**src/amd_pkg.sv**
```systemverilog
`default_nettype none
package amd_pkg;
    // ************************************************************
    // Register map (word offsets are byte addresses)
    // ************************************************************
    localparam logic [7:0] ADDR_CTRL = 8'h00;
    localparam logic [7:0] ADDR_ACT_THR = 8'h04;
    localparam logic [7:0] ADDR_ACT_TIME = 8'h08;
    localparam logic [7:0] ADDR_INACT_THR = 8'h0c;
    localparam logic [7:0] ADDR_INACT_TIME = 8'h10;
    localparam logic [7:0] ADDR_STATUS = 8'h14;
    localparam logic [7:0] ADDR_SAMPLE = 8'h18;
    localparam logic [31:0] UNMAPPED_DATA = 32'hdeadbeef;
    // Control field positions
    localparam int CTRL_MODE_LSB = 0;
    localparam int CTRL_RANGE_LSB = 2;
    localparam int CTRL_ODR_LSB = 4;
    localparam int CTRL_HALF_BANDWIDTH_SELECT = 7;
    localparam int CTRL_NOISE_LSB = 8;
    localparam int CTRL_ACT_EN = 10;
    localparam int CTRL_INACT_EN = 11;
    localparam int CTRL_ACT_REF = 12;
    localparam int CTRL_INACT_REF = 13;
    localparam int CTRL_LINK = 14;
    localparam int CTRL_ACT_IRQ_EN = 15;
    localparam int CTRL_INACT_IRQ_EN = 16;
    localparam logic [16:0] CTRL_RESET = 17'h00000;
    // Status bit positions
    localparam int ST_ACT = 0;
    localparam int ST_INACT = 1;
    localparam int ST_AWAKE = 2;
    // ************************************************************
    // Modes
    // ************************************************************
    localparam logic [1:0] MODE_STANDBY = 2'h0;
    localparam logic [1:0] MODE_MEASURE = 2'h2;
    localparam logic [1:0] MODE_WAKEUP = 2'h1;
    localparam int SAMPLE_BITS = 12;
    // ************************************************************
    // Sample pacing: 12.5 Hz..400 Hz and wake-up about 6 Hz
    // ************************************************************
    localparam int CLK_HZ = 100_000_000;
    localparam int ODR_MHZ_12P5 = 12_500;
    localparam int ODR_MHZ_400 = 400_000;
    localparam int ODR_MHZ_WAKE = 6_000;
    localparam int DIV_400 = (CLK_HZ / ODR_MHZ_400) * 1000;
    localparam int DIV_WAKE = (CLK_HZ / ODR_MHZ_WAKE) * 1000;
    localparam int DIV_12P5 = (CLK_HZ / ODR_MHZ_12P5) * 1000;

    typedef enum logic [2:0] {
        ST_STANDBY = 3'b001,
        ST_MEASURING = 3'b010,
        ST_WAKING = 3'b100
    } amd_state_t;

    typedef struct packed {
        logic signed [11:0] x;
        logic signed [11:0] y;
        logic signed [11:0] z;
    } amd_sample_t;

    typedef struct packed {
        logic [1:0] noise_mode;
        logic [1:0] range;
        logic half_bandwidth_select;
    } amd_afe_cfg_t;
endpackage : amd_pkg
`default_nettype wire

```
**src/amd_ctrl.sv**
```systemverilog
`default_nettype none
module amd_ctrl #(
    // Divider speed-up for short simulations; zero keeps the exact data rates
    parameter int RATE_SHIFT = 0
) (
    input wire logic clk_in,
    input wire logic nrst_in,
    input wire logic [7:0] avs_address_in,
    input wire logic avs_read_in,
    input wire logic avs_write_in,
    input wire logic [31:0] avs_writedata_in,
    input wire logic [3:0] avs_byteenable_in,
    output logic [31:0] avs_readdata_out,
    output logic avs_waitrequest_out,
    input wire amd_pkg::amd_sample_t adc_sample_in,
    output logic adc_convert_out,
    output amd_pkg::amd_afe_cfg_t afe_cfg_out,
    output logic afe_power_out,
    output logic act_irq_out,
    output logic inact_irq_out,
    output logic awake_out
);
    import amd_pkg::*;

    amd_state_t state_q;
    logic [16:0] ctrl_q;
    logic [11:0] act_thr_q, inact_thr_q;
    logic [15:0] act_time_q, inact_time_q;
    logic [15:0] act_cnt_q, inact_cnt_q;
    logic [2:0] status_q;
    amd_sample_t sample_q, ref_q;
    logic [23:0] div_cnt_q;
    logic tick_q;
    logic ack_q;
    logic ref_pend_q;
    logic [2:0] odr_sel;

    // ************************************************************
    // Helpers
    // ************************************************************
    function automatic logic [11:0] mag(input logic signed [11:0] a,
                                        input logic signed [11:0] r, input logic use_ref);
        logic signed [12:0] d;
        d = use_ref ? (13'(a) - 13'(r)) : 13'(a);
        mag = d[12] ? 12'((-d) > 13'h0fff ? 13'h0fff : -d) : (d > 13'h0fff ? 12'hfff : 12'(d));
    endfunction

    function automatic logic [23:0] odr_div(input logic [2:0] sel);
        // Each step halves the rate from 400 Hz down to 12.5 Hz
        odr_div = 24'(DIV_400) << (3'h5 - (sel > 3'h5 ? 3'h5 : sel));
    endfunction

    // ************************************************************
    // Avalon-MM slave: one wait state, then answer
    // ************************************************************
    wire req = (avs_read_in | avs_write_in) & ~ack_q;
    wire wr_take = avs_write_in & ack_q;
    wire rd_take = avs_read_in & ack_q;
    // Clear at the edge that snapshots the status, so no event is lost between
    wire st_clr = req && avs_read_in && avs_address_in == ADDR_STATUS;

    always_ff @(posedge clk_in or negedge nrst_in) begin
        if (!nrst_in) begin
            ack_q <= 1'b0;
        end else begin
            ack_q <= req;
        end
    end

    always_ff @(posedge clk_in or negedge nrst_in) begin
        if (!nrst_in) begin
            avs_waitrequest_out <= 1'b1;
        end else begin
            avs_waitrequest_out <= ~req;
        end
    end

    always_ff @(posedge clk_in or negedge nrst_in) begin
        if (!nrst_in) begin
            avs_readdata_out <= 32'h0;
        end else if (req && avs_read_in) begin
            if (avs_address_in == ADDR_CTRL) begin
                avs_readdata_out <= {15'h0, ctrl_q};
            end else if (avs_address_in == ADDR_ACT_THR) begin
                avs_readdata_out <= {20'h0, act_thr_q};
            end else if (avs_address_in == ADDR_ACT_TIME) begin
                avs_readdata_out <= {16'h0, act_time_q};
            end else if (avs_address_in == ADDR_INACT_THR) begin
                avs_readdata_out <= {20'h0, inact_thr_q};
            end else if (avs_address_in == ADDR_INACT_TIME) begin
                avs_readdata_out <= {16'h0, inact_time_q};
            end else if (avs_address_in == ADDR_STATUS) begin
                avs_readdata_out <= {29'h0, status_q};
            end else if (avs_address_in == ADDR_SAMPLE) begin
                avs_readdata_out <= {4'h0, sample_q.x[11:4], sample_q.y, sample_q.z[11:4]};
            end else begin
                avs_readdata_out <= UNMAPPED_DATA;
            end
        end
    end

    // Byte-lane writes for control, thresholds and times
    always_ff @(posedge clk_in or negedge nrst_in) begin
        if (!nrst_in) begin
            ctrl_q <= CTRL_RESET;
            act_thr_q <= 12'h0;
            inact_thr_q <= 12'h0;
            act_time_q <= 16'h0;
            inact_time_q <= 16'h0;
        end else if (wr_take) begin
            if (avs_address_in == ADDR_CTRL) begin
                if (avs_byteenable_in[0]) ctrl_q[7:0] <= avs_writedata_in[7:0];
                if (avs_byteenable_in[1]) ctrl_q[15:8] <= avs_writedata_in[15:8];
                if (avs_byteenable_in[2]) ctrl_q[16] <= avs_writedata_in[16];
            end else if (avs_address_in == ADDR_ACT_THR) begin
                if (avs_byteenable_in[0]) act_thr_q[7:0] <= avs_writedata_in[7:0];
                if (avs_byteenable_in[1]) act_thr_q[11:8] <= avs_writedata_in[11:8];
            end else if (avs_address_in == ADDR_ACT_TIME) begin
                if (avs_byteenable_in[0]) act_time_q[7:0] <= avs_writedata_in[7:0];
                if (avs_byteenable_in[1]) act_time_q[15:8] <= avs_writedata_in[15:8];
            end else if (avs_address_in == ADDR_INACT_THR) begin
                if (avs_byteenable_in[0]) inact_thr_q[7:0] <= avs_writedata_in[7:0];
                if (avs_byteenable_in[1]) inact_thr_q[11:8] <= avs_writedata_in[11:8];
            end else if (avs_address_in == ADDR_INACT_TIME) begin
                if (avs_byteenable_in[0]) inact_time_q[7:0] <= avs_writedata_in[7:0];
                if (avs_byteenable_in[1]) inact_time_q[15:8] <= avs_writedata_in[15:8];
            end
        end
    end

    // ************************************************************
    // Mode state machine
    // ************************************************************
    wire [1:0] mode_sel = ctrl_q[CTRL_MODE_LSB +: 2];
    wire link_en = ctrl_q[CTRL_LINK];
    wire act_en = ctrl_q[CTRL_ACT_EN];
    wire inact_en = ctrl_q[CTRL_INACT_EN];
    logic enter_meas;
    assign enter_meas = (state_q != ST_MEASURING) && (mode_sel == MODE_MEASURE);

    always_ff @(posedge clk_in or negedge nrst_in) begin
        if (!nrst_in) begin
            state_q <= ST_STANDBY;
        end else begin
            case (mode_sel)
                MODE_MEASURE: state_q <= ST_MEASURING;
                MODE_WAKEUP: state_q <= ST_WAKING;
                default: state_q <= ST_STANDBY;
            endcase
        end
    end

    // ************************************************************
    // Sample pacing divider
    // ************************************************************
    assign odr_sel = ctrl_q[CTRL_ODR_LSB +: 3];
    wire [23:0] div_top = ((state_q == ST_WAKING) ? 24'(DIV_WAKE) : odr_div(odr_sel))
                          >> RATE_SHIFT;

    always_ff @(posedge clk_in or negedge nrst_in) begin
        if (!nrst_in) begin
            div_cnt_q <= 24'h0;
            tick_q <= 1'b0;
        end else if (state_q == ST_STANDBY) begin
            div_cnt_q <= 24'h0;
            tick_q <= 1'b0;
        end else if (div_cnt_q >= div_top - 24'h1) begin
            div_cnt_q <= 24'h0;
            tick_q <= 1'b1;
        end else begin
            div_cnt_q <= div_cnt_q + 24'h1;
            tick_q <= 1'b0;
        end
    end

    always_ff @(posedge clk_in or negedge nrst_in) begin
        if (!nrst_in) begin
            adc_convert_out <= 1'b0;
            afe_power_out <= 1'b0;
            afe_cfg_out <= '0;
        end else begin
            adc_convert_out <= tick_q && state_q != ST_STANDBY;
            afe_power_out <= state_q != ST_STANDBY;
            afe_cfg_out.noise_mode <= ctrl_q[CTRL_NOISE_LSB +: 2];
            afe_cfg_out.range <= ctrl_q[CTRL_RANGE_LSB +: 2];
            afe_cfg_out.half_bandwidth_select <= ctrl_q[CTRL_HALF_BANDWIDTH_SELECT];
        end
    end

    // ************************************************************
    // Motion detection; sample arrives one cycle after the strobe
    // ************************************************************
    logic smp_v_q;
    always_ff @(posedge clk_in or negedge nrst_in) begin
        if (!nrst_in) begin
            smp_v_q <= 1'b0;
            sample_q <= '0;
        end else begin
            smp_v_q <= adc_convert_out && state_q != ST_STANDBY;
            if (adc_convert_out && state_q != ST_STANDBY) sample_q <= adc_sample_in;
        end
    end

    wire act_ref = ctrl_q[CTRL_ACT_REF];
    wire inact_ref = ctrl_q[CTRL_INACT_REF];
    // Any axis may trigger activity; inactivity needs every axis quiet
    wire act_hit = (mag(sample_q.x, ref_q.x, act_ref) > act_thr_q) |
                   (mag(sample_q.y, ref_q.y, act_ref) > act_thr_q) |
                   (mag(sample_q.z, ref_q.z, act_ref) > act_thr_q);
    wire quiet = (mag(sample_q.x, ref_q.x, inact_ref) <= inact_thr_q) &
                 (mag(sample_q.y, ref_q.y, inact_ref) <= inact_thr_q) &
                 (mag(sample_q.z, ref_q.z, inact_ref) <= inact_thr_q);
    wire awake = status_q[ST_AWAKE];
    // The sample that becomes the reference is not judged for activity against the old one
    wire act_live = act_en && (!link_en || !awake) && !(act_ref && ref_pend_q);
    wire inact_live = inact_en && (!link_en || awake);
    // Wake-up activity uses a single sample; inactivity and measurement activity honour the timers
    wire [15:0] act_need = (state_q == ST_WAKING || act_time_q == 16'h0) ? 16'h1 : act_time_q;
    wire [15:0] inact_need = (inact_time_q == 16'h0) ? 16'h1 : inact_time_q;
    wire act_fire = smp_v_q && act_live && act_hit && (act_cnt_q + 16'h1 >= act_need);
    wire inact_fire = smp_v_q && inact_live && quiet && (inact_cnt_q + 16'h1 >= inact_need);

    always_ff @(posedge clk_in or negedge nrst_in) begin
        if (!nrst_in) begin
            act_cnt_q <= 16'h0;
            inact_cnt_q <= 16'h0;
        end else if (enter_meas) begin
            act_cnt_q <= 16'h0;
            inact_cnt_q <= 16'h0;
        end else if (smp_v_q) begin
            act_cnt_q <= (act_hit && act_live && !act_fire) ? act_cnt_q + 16'h1 : 16'h0;
            inact_cnt_q <= (quiet && inact_live && !inact_fire) ? inact_cnt_q + 16'h1 : 16'h0;
        end
    end

    // On entry to measurement no sample exists yet, so with activity enabled the next one is taken
    always_ff @(posedge clk_in or negedge nrst_in) begin
        if (!nrst_in) begin
            ref_pend_q <= 1'b0;
        end else if (enter_meas && act_en) begin
            ref_pend_q <= 1'b1;
        end else if (smp_v_q) begin
            ref_pend_q <= 1'b0;
        end
    end

    // Activity events (inactivity events when linked) recapture the sample that caused them
    always_ff @(posedge clk_in or negedge nrst_in) begin
        if (!nrst_in) begin
            ref_q <= '0;
        end else if ((link_en && inact_fire) || (!link_en && act_fire)) begin
            ref_q <= sample_q;
        end else if (smp_v_q && ref_pend_q) begin
            ref_q <= sample_q;
        end
    end

    // Status: events set, reading the status clears ACT and INACT but not AWAKE; set wins
    always_ff @(posedge clk_in or negedge nrst_in) begin
        if (!nrst_in) begin
            status_q <= 3'h0;
        end else begin
            status_q[ST_ACT] <= act_fire | (status_q[ST_ACT] & ~st_clr);
            status_q[ST_INACT] <= inact_fire | (status_q[ST_INACT] & ~st_clr);
            if (act_fire) status_q[ST_AWAKE] <= 1'b1;
            else if (inact_fire) status_q[ST_AWAKE] <= 1'b0;
        end
    end

    always_ff @(posedge clk_in or negedge nrst_in) begin
        if (!nrst_in) begin
            act_irq_out <= 1'b0;
            inact_irq_out <= 1'b0;
            awake_out <= 1'b0;
        end else begin
            act_irq_out <= status_q[ST_ACT] & ctrl_q[CTRL_ACT_IRQ_EN];
            inact_irq_out <= status_q[ST_INACT] & ctrl_q[CTRL_INACT_IRQ_EN];
            awake_out <= status_q[ST_AWAKE];
        end
    end
endmodule : amd_ctrl
`default_nettype wire

```
**config.mk**
```make
export PLATFORM = sky130hd
export DESIGN_NAME = amd_ctrl
export DESIGN_NICKNAME = d
export VERILOG_FILES = /design/src/amd_pkg.sv /design/src/amd_ctrl.sv
export SDC_FILE = /design/constraint.sdc
export NUM_CORES = 1
export LEC_CHECK = 0
export BUFFER_PORTS_ARGS = -buffer_cell sky130_fd_sc_hd__buf_2
export CAP_MARGIN = 10
export CORE_MARGIN = 1
export CORE_UTILIZATION = 25
export DETAILED_ROUTE_END_ITERATION = 7
export HOLD_SLACK_MARGIN = 0.06
export PLACE_DENSITY_LB_ADDON = 0.12
export SLEW_MARGIN = 30
export SYNTH_ARGS = -nofsm -noshare
export SYNTH_HDL_FRONTEND = slang
export SYNTH_SLANG_ARGS = --single-unit
```
**constraint.sdc**
```tcl
create_clock -name clk_in -period 8.65 [get_ports clk_in]
set_input_delay 0.4325 -clock clk_in [delete_from_list [all_inputs] [get_ports clk_in]]
set_output_delay 0.4325 -clock clk_in [all_outputs]
set_load 0.1 [all_outputs]
```
* Word-level counts from Yosys, hierarchy flattened
Cells that the tools add are included.
** Storage, ports and cells
- Flip-flop bits (word level) :: 254
- Word-level logic and storage cells :: 208
- Input port bits :: 84
- Output and inout port bits :: 43
** Cells by class
- Reduce and logical (&&, ||, !) cells :: 50
- Equal/unequal tests :: 12
- Bitwise logic cells :: 20
- Add/subtract/negate cells :: 14
- $lt $le $gt $ge :: 22
- Shift-type cells :: 1
- Mux-type cells :: 52
** Operator list (number)
- 32-bit two-way mux :: 7
- 12-bit two-way mux :: 18
- 13-bit by 12-bit > comparator with 1-bit output, second input constant :: 12
- 16-bit two-way mux :: 8
- 13-bit two-way mux :: 6
- 13-bit negation :: 6
- 24-bit two-way mux :: 3
- 36-bit two-way mux :: 2
- 12-bit by 12-bit subtractor with 13-bit output :: 3
- 12-bit > comparator :: 3
- 12-bit less-or-equal comparator :: 3
- 16-bit by 1-bit adder with 16-bit output, second input constant :: 2
- 16-bit greater-or-equal comparator :: 2
- 16-bit zero test :: 2
- 24-bit by 1-bit adder with 24-bit output, second input constant :: 1
- 8-bit by 5-bit equality test with 1-bit output, second input constant :: 3
- 24-bit greater-or-equal comparator :: 1
- 18-bit by 3-bit << shifter with 24-bit output, first input constant :: 1
- 24-bit by 1-bit subtractor with 24-bit output, second input constant :: 1
- 1-bit logical AND :: 23
- 8-bit by 4-bit equality test with 1-bit output, second input constant :: 2
- 7-bit AND reduction :: 2
- 6-bit AND reduction :: 2
- 5-bit AND reduction :: 2
- 21 further kinds :: 56

* Longest topological paths before layout
Gate-level depths: netlist of the first run.
- Depth after elaboration :: 16
- Gate-level depth with buffers :: 28
- Depth with buffers taken out :: 26

* Least setup slack after synthesis of the first run
No wires, ideal clock.
- Path type :: register to register
- Start point :: register sample_q[12] (netlist bit)
- End point :: register ref_q[10] (netlist bit)
- Data arrival time :: 6.069 ns
- Clock period less this slack :: 6.193 ns
- Data required time :: 8.525 ns
- Path buffers :: 1
- Stages on the path, launching flop included :: 24
- Library setup time :: 0.125 ns
- Path slack :: 2.457 ns
- Path through :: dfrtp_1 -> inv_1 -> ha_1 -> fa_1 -> and2b_1 -> o311ai_0 -> a211oi_1 -> o21ai_0 -> a311oi_1 -> inv_1 -> a22oi_1 -> o21ai_0 -> o21ai_1 -> ha_1 -> a21o_1 -> a21o_1 -> a21oi_1 -> or2_2 -> a31oi_1 -> nor4_1 -> o21ai_0 -> o21ai_1 -> clkbuf_1 -> mux2_2
** On the way
- Cells in the longest elaborated chain, start to end :: 14
- Elaborated cells on any way between the ends :: 30
- Classes of those cells :: add/sub (3); order compare (6); mux (9); bitwise (4); reduce/logical (8)
** RTL lines
- start, declared :: line amd_ctrl.sv:31 : amd_sample_t sample_q, ref_q;
- start signal, assigned :: line amd_ctrl.sv:200 : if (adc_convert_out && state_q != ST_STANDBY) sample_q <= adc_sample_in;
- 12-bit by 12-bit subtractor with 13-bit output :: line amd_ctrl.sv:44 : d = use_ref ? (13'(a) - 13'(r)) : 13'(a);
- 13-bit two-way mux :: line amd_ctrl.sv:44
- 13-bit negation :: line amd_ctrl.sv:45 : mag = d[12] ? 12'((-d) > 13'h0fff ? 13'h0fff : -d) : (d > 13'h0fff ? 12'hfff : 12'(d));
- 13-bit by 12-bit > comparator with 1-bit output :: line amd_ctrl.sv:45
- 12-bit two-way mux (2 in a row) :: line amd_ctrl.sv:45
- 12-bit less-or-equal comparator or 12-bit > comparator (tied branches) :: line amd_ctrl.sv:211, amd_ctrl.sv:208
- 1-bit bitwise AND or 1-bit bitwise OR (tied branches) :: line amd_ctrl.sv:210, amd_ctrl.sv:207
- 1-bit bitwise AND or 1-bit bitwise OR (tied branches) :: line amd_ctrl.sv:211, amd_ctrl.sv:208
- 1-bit logical AND, on equally long branches (2 in a row) :: line amd_ctrl.sv:221, amd_ctrl.sv:220
- 1-bit logical AND :: line amd_ctrl.sv:251 : end else if ((link_en && inact_fire) || (!link_en && act_fire)) begin
- 1-bit logical OR (*) :: line amd_ctrl.sv:251
- 36-bit two-way mux or 2-bit nonzero test (tied branches)
- end signal, assigned :: line amd_ctrl.sv:252 : ref_q <= sample_q;
- end signal, assigned :: line amd_ctrl.sv:254 : ref_q <= sample_q;
- end, declared :: line amd_ctrl.sv:31
Every way passes the cells marked *; elsewhere a longest branch is shown, timed or not.
A chain may end at the register's enable or synchronous reset.

* Worst setup path in the final report of the first run
- Start point :: register sample_q[0] (netlist bit)
- End point :: register ref_q[35] (netlist bit)
** On the way
- Cells in the longest elaborated chain, start to end :: 13
- Elaborated cells on any way between the ends :: 28
- Classes of those cells :: add/sub (3); order compare (6); mux (9); bitwise (2); reduce/logical (8)
** RTL lines (line)
- 12-bit by 12-bit subtractor with 13-bit output :: amd_ctrl.sv:44
- 13-bit two-way mux :: amd_ctrl.sv:44
- 13-bit negation :: amd_ctrl.sv:45
- 13-bit by 12-bit > comparator with 1-bit output :: amd_ctrl.sv:45
- 12-bit two-way mux (2 in a row) :: amd_ctrl.sv:45
- 12-bit less-or-equal comparator or 12-bit > comparator (tied branches) :: amd_ctrl.sv:212, amd_ctrl.sv:209
- 1-bit bitwise AND or 1-bit bitwise OR (tied branches) :: amd_ctrl.sv:211, amd_ctrl.sv:208
- 1-bit logical AND, on equally long branches (2 in a row) :: amd_ctrl.sv:221, amd_ctrl.sv:220
- 1-bit logical AND :: amd_ctrl.sv:251
- 1-bit logical OR (*) :: amd_ctrl.sv:251
- 36-bit two-way mux or 2-bit nonzero test (tied branches)
Marks and branches as above.

==> results of run 1 <==
[layer usage]
| metal | GRT usage | share of wire |
|---|---|---|
| met1 | 0.236 | 0.48 |
| met2 | 0.276 | 0.45 |
| met3 | 0.0265 | 0.044 |
| met4 | 0.0439 | 0.023 |
| met5 | 0 | 0.00032 |
[cells in the mapped netlist (42+ instances only)]
master / n / area, um^2
nand2_1: 321 / 1200
dfrtp_1: 249 / 6230
ha_1: 186 / 2330
nor2_1: 186 / 698
o21ai_0: 183 / 916
inv_1: 144 / 541
a21oi_1: 136 / 681
clkbuf_1: 74 / 278
nor3_1: 72 / 360
a21o_1: 68 / 510
mux2_2: 68 / 766
nand3_1: 66 / 330
xnor2_1: 47 / 412
nand4_1: 46 / 288
nor2b_1: 42 / 263
[power breakdown]
group | total, W | switching (W) | internal (W)
logic | 0.000410 | 0.000324 | 0.0000863
registers | 0.00123 | 0.0000228 | 0.00121
clock network | 0.00155 | 0.000600 | 0.000952
[worst max path at each step]
| stage | to | slack [ns] |
|---|---|---|
| global placement | ref_q[24] | 1.35 |
| floorplan | ref_q[10] | 2.46 |
| finish | ref_q[35] | 1.35 |
| CTS | ref_q[17] | 1.30 |
| detailed placement | ref_q[23] | 1.30 |
| global route | ref_q[17] | 0.83 |
[registers in the layout (all words and copies together), names as in the netlist, 3 cells and up]
| signal | cells |
|---|---|
| ref_q | 36 |
| act_thr_q | 12 |
| inact_cnt_q | 16 |
| act_cnt_q | 16 |
| act_time_q | 16 |
| inact_time_q | 16 |
| inact_thr_q | 12 |
| div_cnt_q | 24 |
| status_q | 3 |
| afe_cfg_out | 5 |
| avs_readdata_out | 29 |
| state_q | 3 |
| ctrl_q | 17 |
| sample_q | 36 |
[final cells by class]
type                       count  area, um^2
fill                        8643       57200
multi-input combinational   1990       13400
sequential                   251        6290
tap                         1060        1330
timing repair buffer         159        1070
clock buffer                  51        1030
inverter                     145         547
clock inverter                15         208
[stage by stage]
stage	power (W)	instances
5_1_grt	0.00334	3671
2_1_floorplan	0.00152	2493
3_5_place_dp	0.00165	3573
4_1_cts	0.00326	3669
6_report	0.00319	3671
3_3_place_gp	0.00164	3573
[repair_timing]
action | 4_1_cts | 5_1_grt
hold buffers | 30 | 0
resized for setup | 0 | 0
hold endpoints to repair | 133 | 0
[logic make-up after synthesis]
group,count (synthesis),synth area share
AOI/OAI and AO/OA,679,0.219
xor gates and xnor gates,87,0.0370
adders and majority gates,189,0.116
buffers and inverters,252,0.0482
DFF,251,0.305
muxes,103,0.0550
other,1,0.000182
and+or+nand+nor,931,0.219
[worst min-delay path: stages]
cell,delay [ns]
buf_2,0.08
nand2_1,0.05
o21ai_0,0.07
==> run_results.csv, run 1 <==
group,metric,value,unit
outcome,run_status,"completed",
setup_path,r2r_start,"sample_q[0]",
clock_tree,root_buffer,"clkbuf_16",
global_routing,antenna_found_initial,3,
clock_tree,h-tree-depth,2,
setup_path,arrival,7.75,ns
final_layout,syn_to_final_growth,15.7,%
min_path,min_to,"sample_q[29]",
setup_path,path_delay_family,"compound AO/OA/AOI/OAI gates",
setup_path,crit_path_max_fanout,36,
global_routing,grt_max_degree,148,
setup_path,crit_cells,24,
final_layout,drive_gt1_frac,0.123,
timing,fin_skew,0.0345,ns
min_path,hp-class,"in -> reg",
setup_path,critPathLaunch,"sample_q[0]",
power_and_ir_drop,p_leak,11.0,nW
clock_tree,clock_sinks,251,
global_routing,grt_pass1_vias,18137,
setup_path,slowest_delay,0.76,ns
clock_tree,path_clk_slew,0.05,ns
timing,worst_slack,1.35,ns
final_layout,final_nets,2856,
logic_synthesis,synth-main-ff-cell,"dfrtp_1",
die,io_pins,127,
die,core,81100,um^2
setup_path,start_kind,"flop",
route,drt-initial-drc-count,1368,
placed_design,gp_congestion,0.862,
route,wl,71600,um
logic_synthesis,netlist_area,20600,um^2
logic_synthesis,synth_cell_types,101,
min_path,min_from,"adc_sample_in[29]",
route,ant_nets,0,
clock_tree,cts_tree,"done",
route,vias,18789,
setup_path,critical_path_required,9.11,ns
clock_tree,post_cts_buffers,0,
timing,worstMarginPinSlew,0.957,ns
logic_synthesis,ys_warn_count,0,
logic_synthesis,synth_cells,2493,
timing,max-slew-margin-rel,0.359,
logic_synthesis,synth.avg_cell_area,8.26,um^2
final_layout,antenna_cells,0,
global_routing,grt_usage,0.171,
power_and_ir_drop,power_density,134,nW/um^2
logic_synthesis,mappedNetlistNets,2766,
route,first_pass_iters,8,
clock_tree,numCtsBuffers,36,
setup_path,path_buf_inv,3,
timing,rsz0062_at_grt,"no",
final_layout,most-common-layout-cells,"321 x nand2_1, 247 x dfrtp_1, 186 x nor2_1, 186 x ha_1, 183 x o21ai_0",
timing,fin_tns_setup,0,ns
timing,drv_slew,0,
placed_design,place_ws,1.30,ns
placed_design,placed_area,22200,um^2
global_routing,gr-total-overflow,0,
job,maxCapViolCount,0,
logic_synthesis,ys_seq_area_frac,0.305,
die,die_h,289,um
setup_path,r2r_setup_slack,1.35,ns
clock_tree,clockBufferDepth,3,
timing,hold_viol,0,
logic_synthesis,ys_ff_latch,251,
final_layout,finalInstanceArea,23800,um^2
clock_tree,clock_latency,0.58,ns
timing,fin_crit,7.30,ns
logic_synthesis,async_flop_share,1.00,
setup_path,critPathKind,"reg -> reg",
die,die_width,289,um
die,initial_core_util,0.254,
timing,whs,0.106,ns
power_and_ir_drop,peakVddDrop,0.111,mV
logic_synthesis,synth_edf_count,0,
setup_path,cpMaxStageDelayCell,"o31ai_1",
global_routing,grt_pass1_wl,110000,um
placed_design,place_hpwl,54900,um
route,wl_per_cell,19.5,um
placed_design,io_buffers,109,
die,fp-row-count,104,
setup_path,r2r_cells,24,
timing,fmax,137,MHz
route,drc_errors,0,
timing,period_share,0.844,
timing,setup_viol,0,
setup_path,critPathCaptureType,"flop",
min_path,min_path_cells,3,
die,die_area,83500,um^2
route,via_per_inst,5.12,
setup_path,cp_cell_sequence,"inv_1 > ha_1 > inv_1 > fa_1 > xor2_1 > mux2i_1 > nor2b_1 > nand4_1 > or3_1 > a2111o_1 > a2111oi_4 > nor3_1 > nor3_1 > ha_1 > a21o_1 > a21o_1 > a21oi_1 > nand2_1 > o21a_1 > o31ai_1 > o31a_1 > o21ai_4 > buf_12 > mux2_2",
final_layout,utilization,0.294,
setup_path,r2r_end,"ref_q[35]",
final_layout,layout_commonest_cell,"nand2_1",
(Power assumes the default switching activity.)
==> run 2: changes to the inputs <==
- ABC_AREA: default -> 1
- clock period: 8.65 -> 7.41 ns (I/O delays scaled with it)
==> run_results.csv, run 2 <==
group,metric,value,unit
outcome,run_status,"completed",
setup_path,start_kind,"flop",
final_layout,syn_to_final_growth,15.3,%
final_layout,drive_gt1_frac,0.104,
clock_tree,h-tree-depth,2,
final_layout,fillers,9468,
logic_synthesis,async_flop_share,1.00,
clock_tree,cts_tree,"done",
setup_path,critical_path_required,7.81,ns
route,wl_per_cell,17.5,um
clock_tree,clockBufferDepth,3,
die,initial_core_util,0.253,
route,ant_nets,0,
min_path,min_from,"adc_sample_in[33]",
setup_path,r2r_cells,29,
setup_path,critPathCaptureType,"flop",
route,drt-initial-drc-count,1261,
die,core,83800,um^2
global_routing,grt_pass1_wl,119000,um
clock_tree,clock_sinks,251,
logic_synthesis,netlist_area,21200,um^2
route,vias,20273,
global_routing,grt_pass1_vias,20104,
placed_design,io_buffers,109,
setup_path,r2r_start,"sample_q[0]",
final_layout,layout_commonest_cell,"nand2_1",
timing,setup_viol,0,
clock_tree,numCtsBuffers,37,
logic_synthesis,ys_top_cells_by_area,"dfrtp_1 29%, nand2_1 16%, ha_1 11%",
logic_synthesis,synth_top_area_share,0.294,
power_and_ir_drop,p_leak,12.2,nW
logic_synthesis,synth_cells,3119,
timing,max-slew-margin-rel,0.370,
timing,fin_crit,6.26,ns
clock_tree,clock_latency,0.55,ns
global_routing,grt_usage,0.179,
placed_design,gp_congestion,0.844,
logic_synthesis,synth.avg_cell_area,6.81,um^2
timing,worstMarginPinSlew,0.943,ns
die,fp-row-count,106,
logic_synthesis,synth.most_common_cell,"nand2_1",
logic_synthesis,synth-main-ff-cell,"dfrtp_1",
global_routing,gr-total-overflow,0,
setup_path,r2r_end,"ref_q[28]",
timing,worst_slack,1.15,ns
logic_synthesis,synth_cell_types,69,
die,io_pins,127,
timing,rsz0062_at_grt,"no",
min_path,hp-class,"in -> reg",
logic_synthesis,mappedNetlistNets,3392,
job,maxCapViolCount,0,
die,die_width,293,um
setup_path,critPathKind,"reg -> reg",
placed_design,place_hpwl,60500,um
setup_path,cpMaxStageDelayCell,"o41ai_1",
route,drc_errors,0,
timing,fin_tns_setup,0,ns
logic_synthesis,synth_edf_count,0,
die,die_h,293,um
final_layout,largestRegisters,"ref_q (36), sample_q (36), avs_readdata_out (29)",
timing,fmax,160,MHz
clock_tree,root_buffer,"clkbuf_16",
logic_synthesis,yosys.area.top_type,"dfrtp_1",
final_layout,final_nets,3508,
logic_synthesis,synthTopCellsByCount,"896 x nand2_1, 469 x inv_1, 269 x nand3_1, 249 x dfrtp_1, 238 x o21ai_0",
min_path,min_to,"sample_q[33]",
final_layout,most-common-layout-cells,"895 x nand2_1, 468 x inv_1, 268 x nand3_1",
die,die_area,86100,um^2
global_routing,grt_max_degree,123,
route,wl,76800,um
route,via_per_inst,4.61,
setup_path,r2r_setup_slack,1.15,ns
timing,period_share,0.844,
setup_path,crit_path_max_fanout,48,
setup_path,slowest_delay,0.64,ns
setup_path,arrival,6.66,ns
timing,fin_skew,0.0178,ns
global_routing,antenna_found_initial,3,
timing,hold_viol,0,
placed_design,place_ws,1.20,ns
route,first_pass_iters,5,
setup_path,critPathLaunch,"sample_q[0]",
clock_tree,cts_resized,0,
timing,drv_slew,0,
min_path,min_path_cells,3,
logic_synthesis,ys_seq_area_frac,0.296,
logic_synthesis,ys_warn_count,0,
power_and_ir_drop,peakVddDrop,0.145,mV
power_and_ir_drop,power_density,152,nW/um^2
clock_tree,path_clk_slew,0.06,ns
logic_synthesis,ys_ff_latch,251,
==> run 2: cell types whose count changed in the layout (fill, tap and decap cells not counted), sizes merged, moves of 31 or more <==
cell,previous run,this run
a21o,68,1
inv,146,485
nand2,321,910
mux2,68,1
o21ai,189,269
nor2b,42,0
nand3,66,304
xnor2,47,16
mux2i,34,0
==> run 2: worst max-delay path by stage <==
stage	endpoint	cells after the start
2_1_floorplan	ref_q[24]	31
3_3_place_gp	ref_q[24]	29
3_5_place_dp	ref_q[24]	29
4_1_cts	ref_q[28]	29
5_1_grt	ref_q[31]	29
6_report	ref_q[28]	29
==> run 2: cell type report <==
cell class | instances | area [um^2] | share of cell area
antenna | 2 | 5.00 | 0.000205
clock buffer | 49 | 1030 | 0.0421
clock inverter | 16 | 213 | 0.00869
inverter | 489 | 1840 | 0.0750
multi-input combinational | 2299 | 12700 | 0.518
sequential | 251 | 6290 | 0.257
tap | 1134 | 1420 | 0.0580
timing repair buffer | 157 | 993 | 0.0406
==> run 2: power breakdown <==
group / switching (W) / total, W / internal (W)
clock: 0.000722 / 0.00184 / 0.00112
sequential: 0.0000261 / 0.00143 / 0.00140
combinational: 0.000360 / 0.000453 / 0.0000930
total: 0.00111 / 0.00373 / 0.00262
==> run 2: metrics by stage <==
step | std cells | total power (W) | hold WS, ns | util | instance area (um^2)
floorplan | 3119 | 0.00175 | 0.0749 | - | 21200
global placement | 4309 | 0.00190 | 0.407 | 0.274 | 23000
detailed placement | 4309 | 0.00190 | 0.406 | 0.275 | 23000
CTS | 4395 | 0.00380 | 0.0606 | 0.292 | 24500
global route | 4395 | 0.00388 | 0.0909 | 0.292 | 24500
finish | 4397 | 0.00373 | 0.0823 | 0.292 | 24500
==> run 2: worst max-delay path: cells and delay by family (launching register included) <==
family	cells	cell delay, ns
adder cells (fa/ha/maj)	4	1.09
AND/OR/NAND/NOR	16	2.74
flip-flops	1	0.39
AO/OA/AOI/OAI	4	1.01
buffers and inverters	5	0.81
==> run 2: cells by family (layout without fill, tap and decap cells) <==
kind of cell | Yosys count | count (layout) | share of synthesized area
AOI/OAI and AO/OA | 516 | 516 | 0.145
other | 1 | 3 | 0.000177
xor gates and xnor gates | 39 | 39 | 0.0161
and+or+nand+nor | 1553 | 1553 | 0.322
muxes | 1 | 1 | 0.000530
adders and majority gates | 189 | 189 | 0.112
buffers and inverters | 569 | 711 | 0.107
DFF | 251 | 251 | 0.296
==> run 2: timing repair <==
item                      4_1_cts  5_1_grt
hold endpoints to repair      107        0
buffers inserted                0        0
hold buffers                   21        0
==> run 2: metal layers <==
metal	global-route usage	routed length [um]
met1	0.247	37600
met3	0.0255	2910
met4	0.0480	1920
met2	0.291	34400
met5	0	0
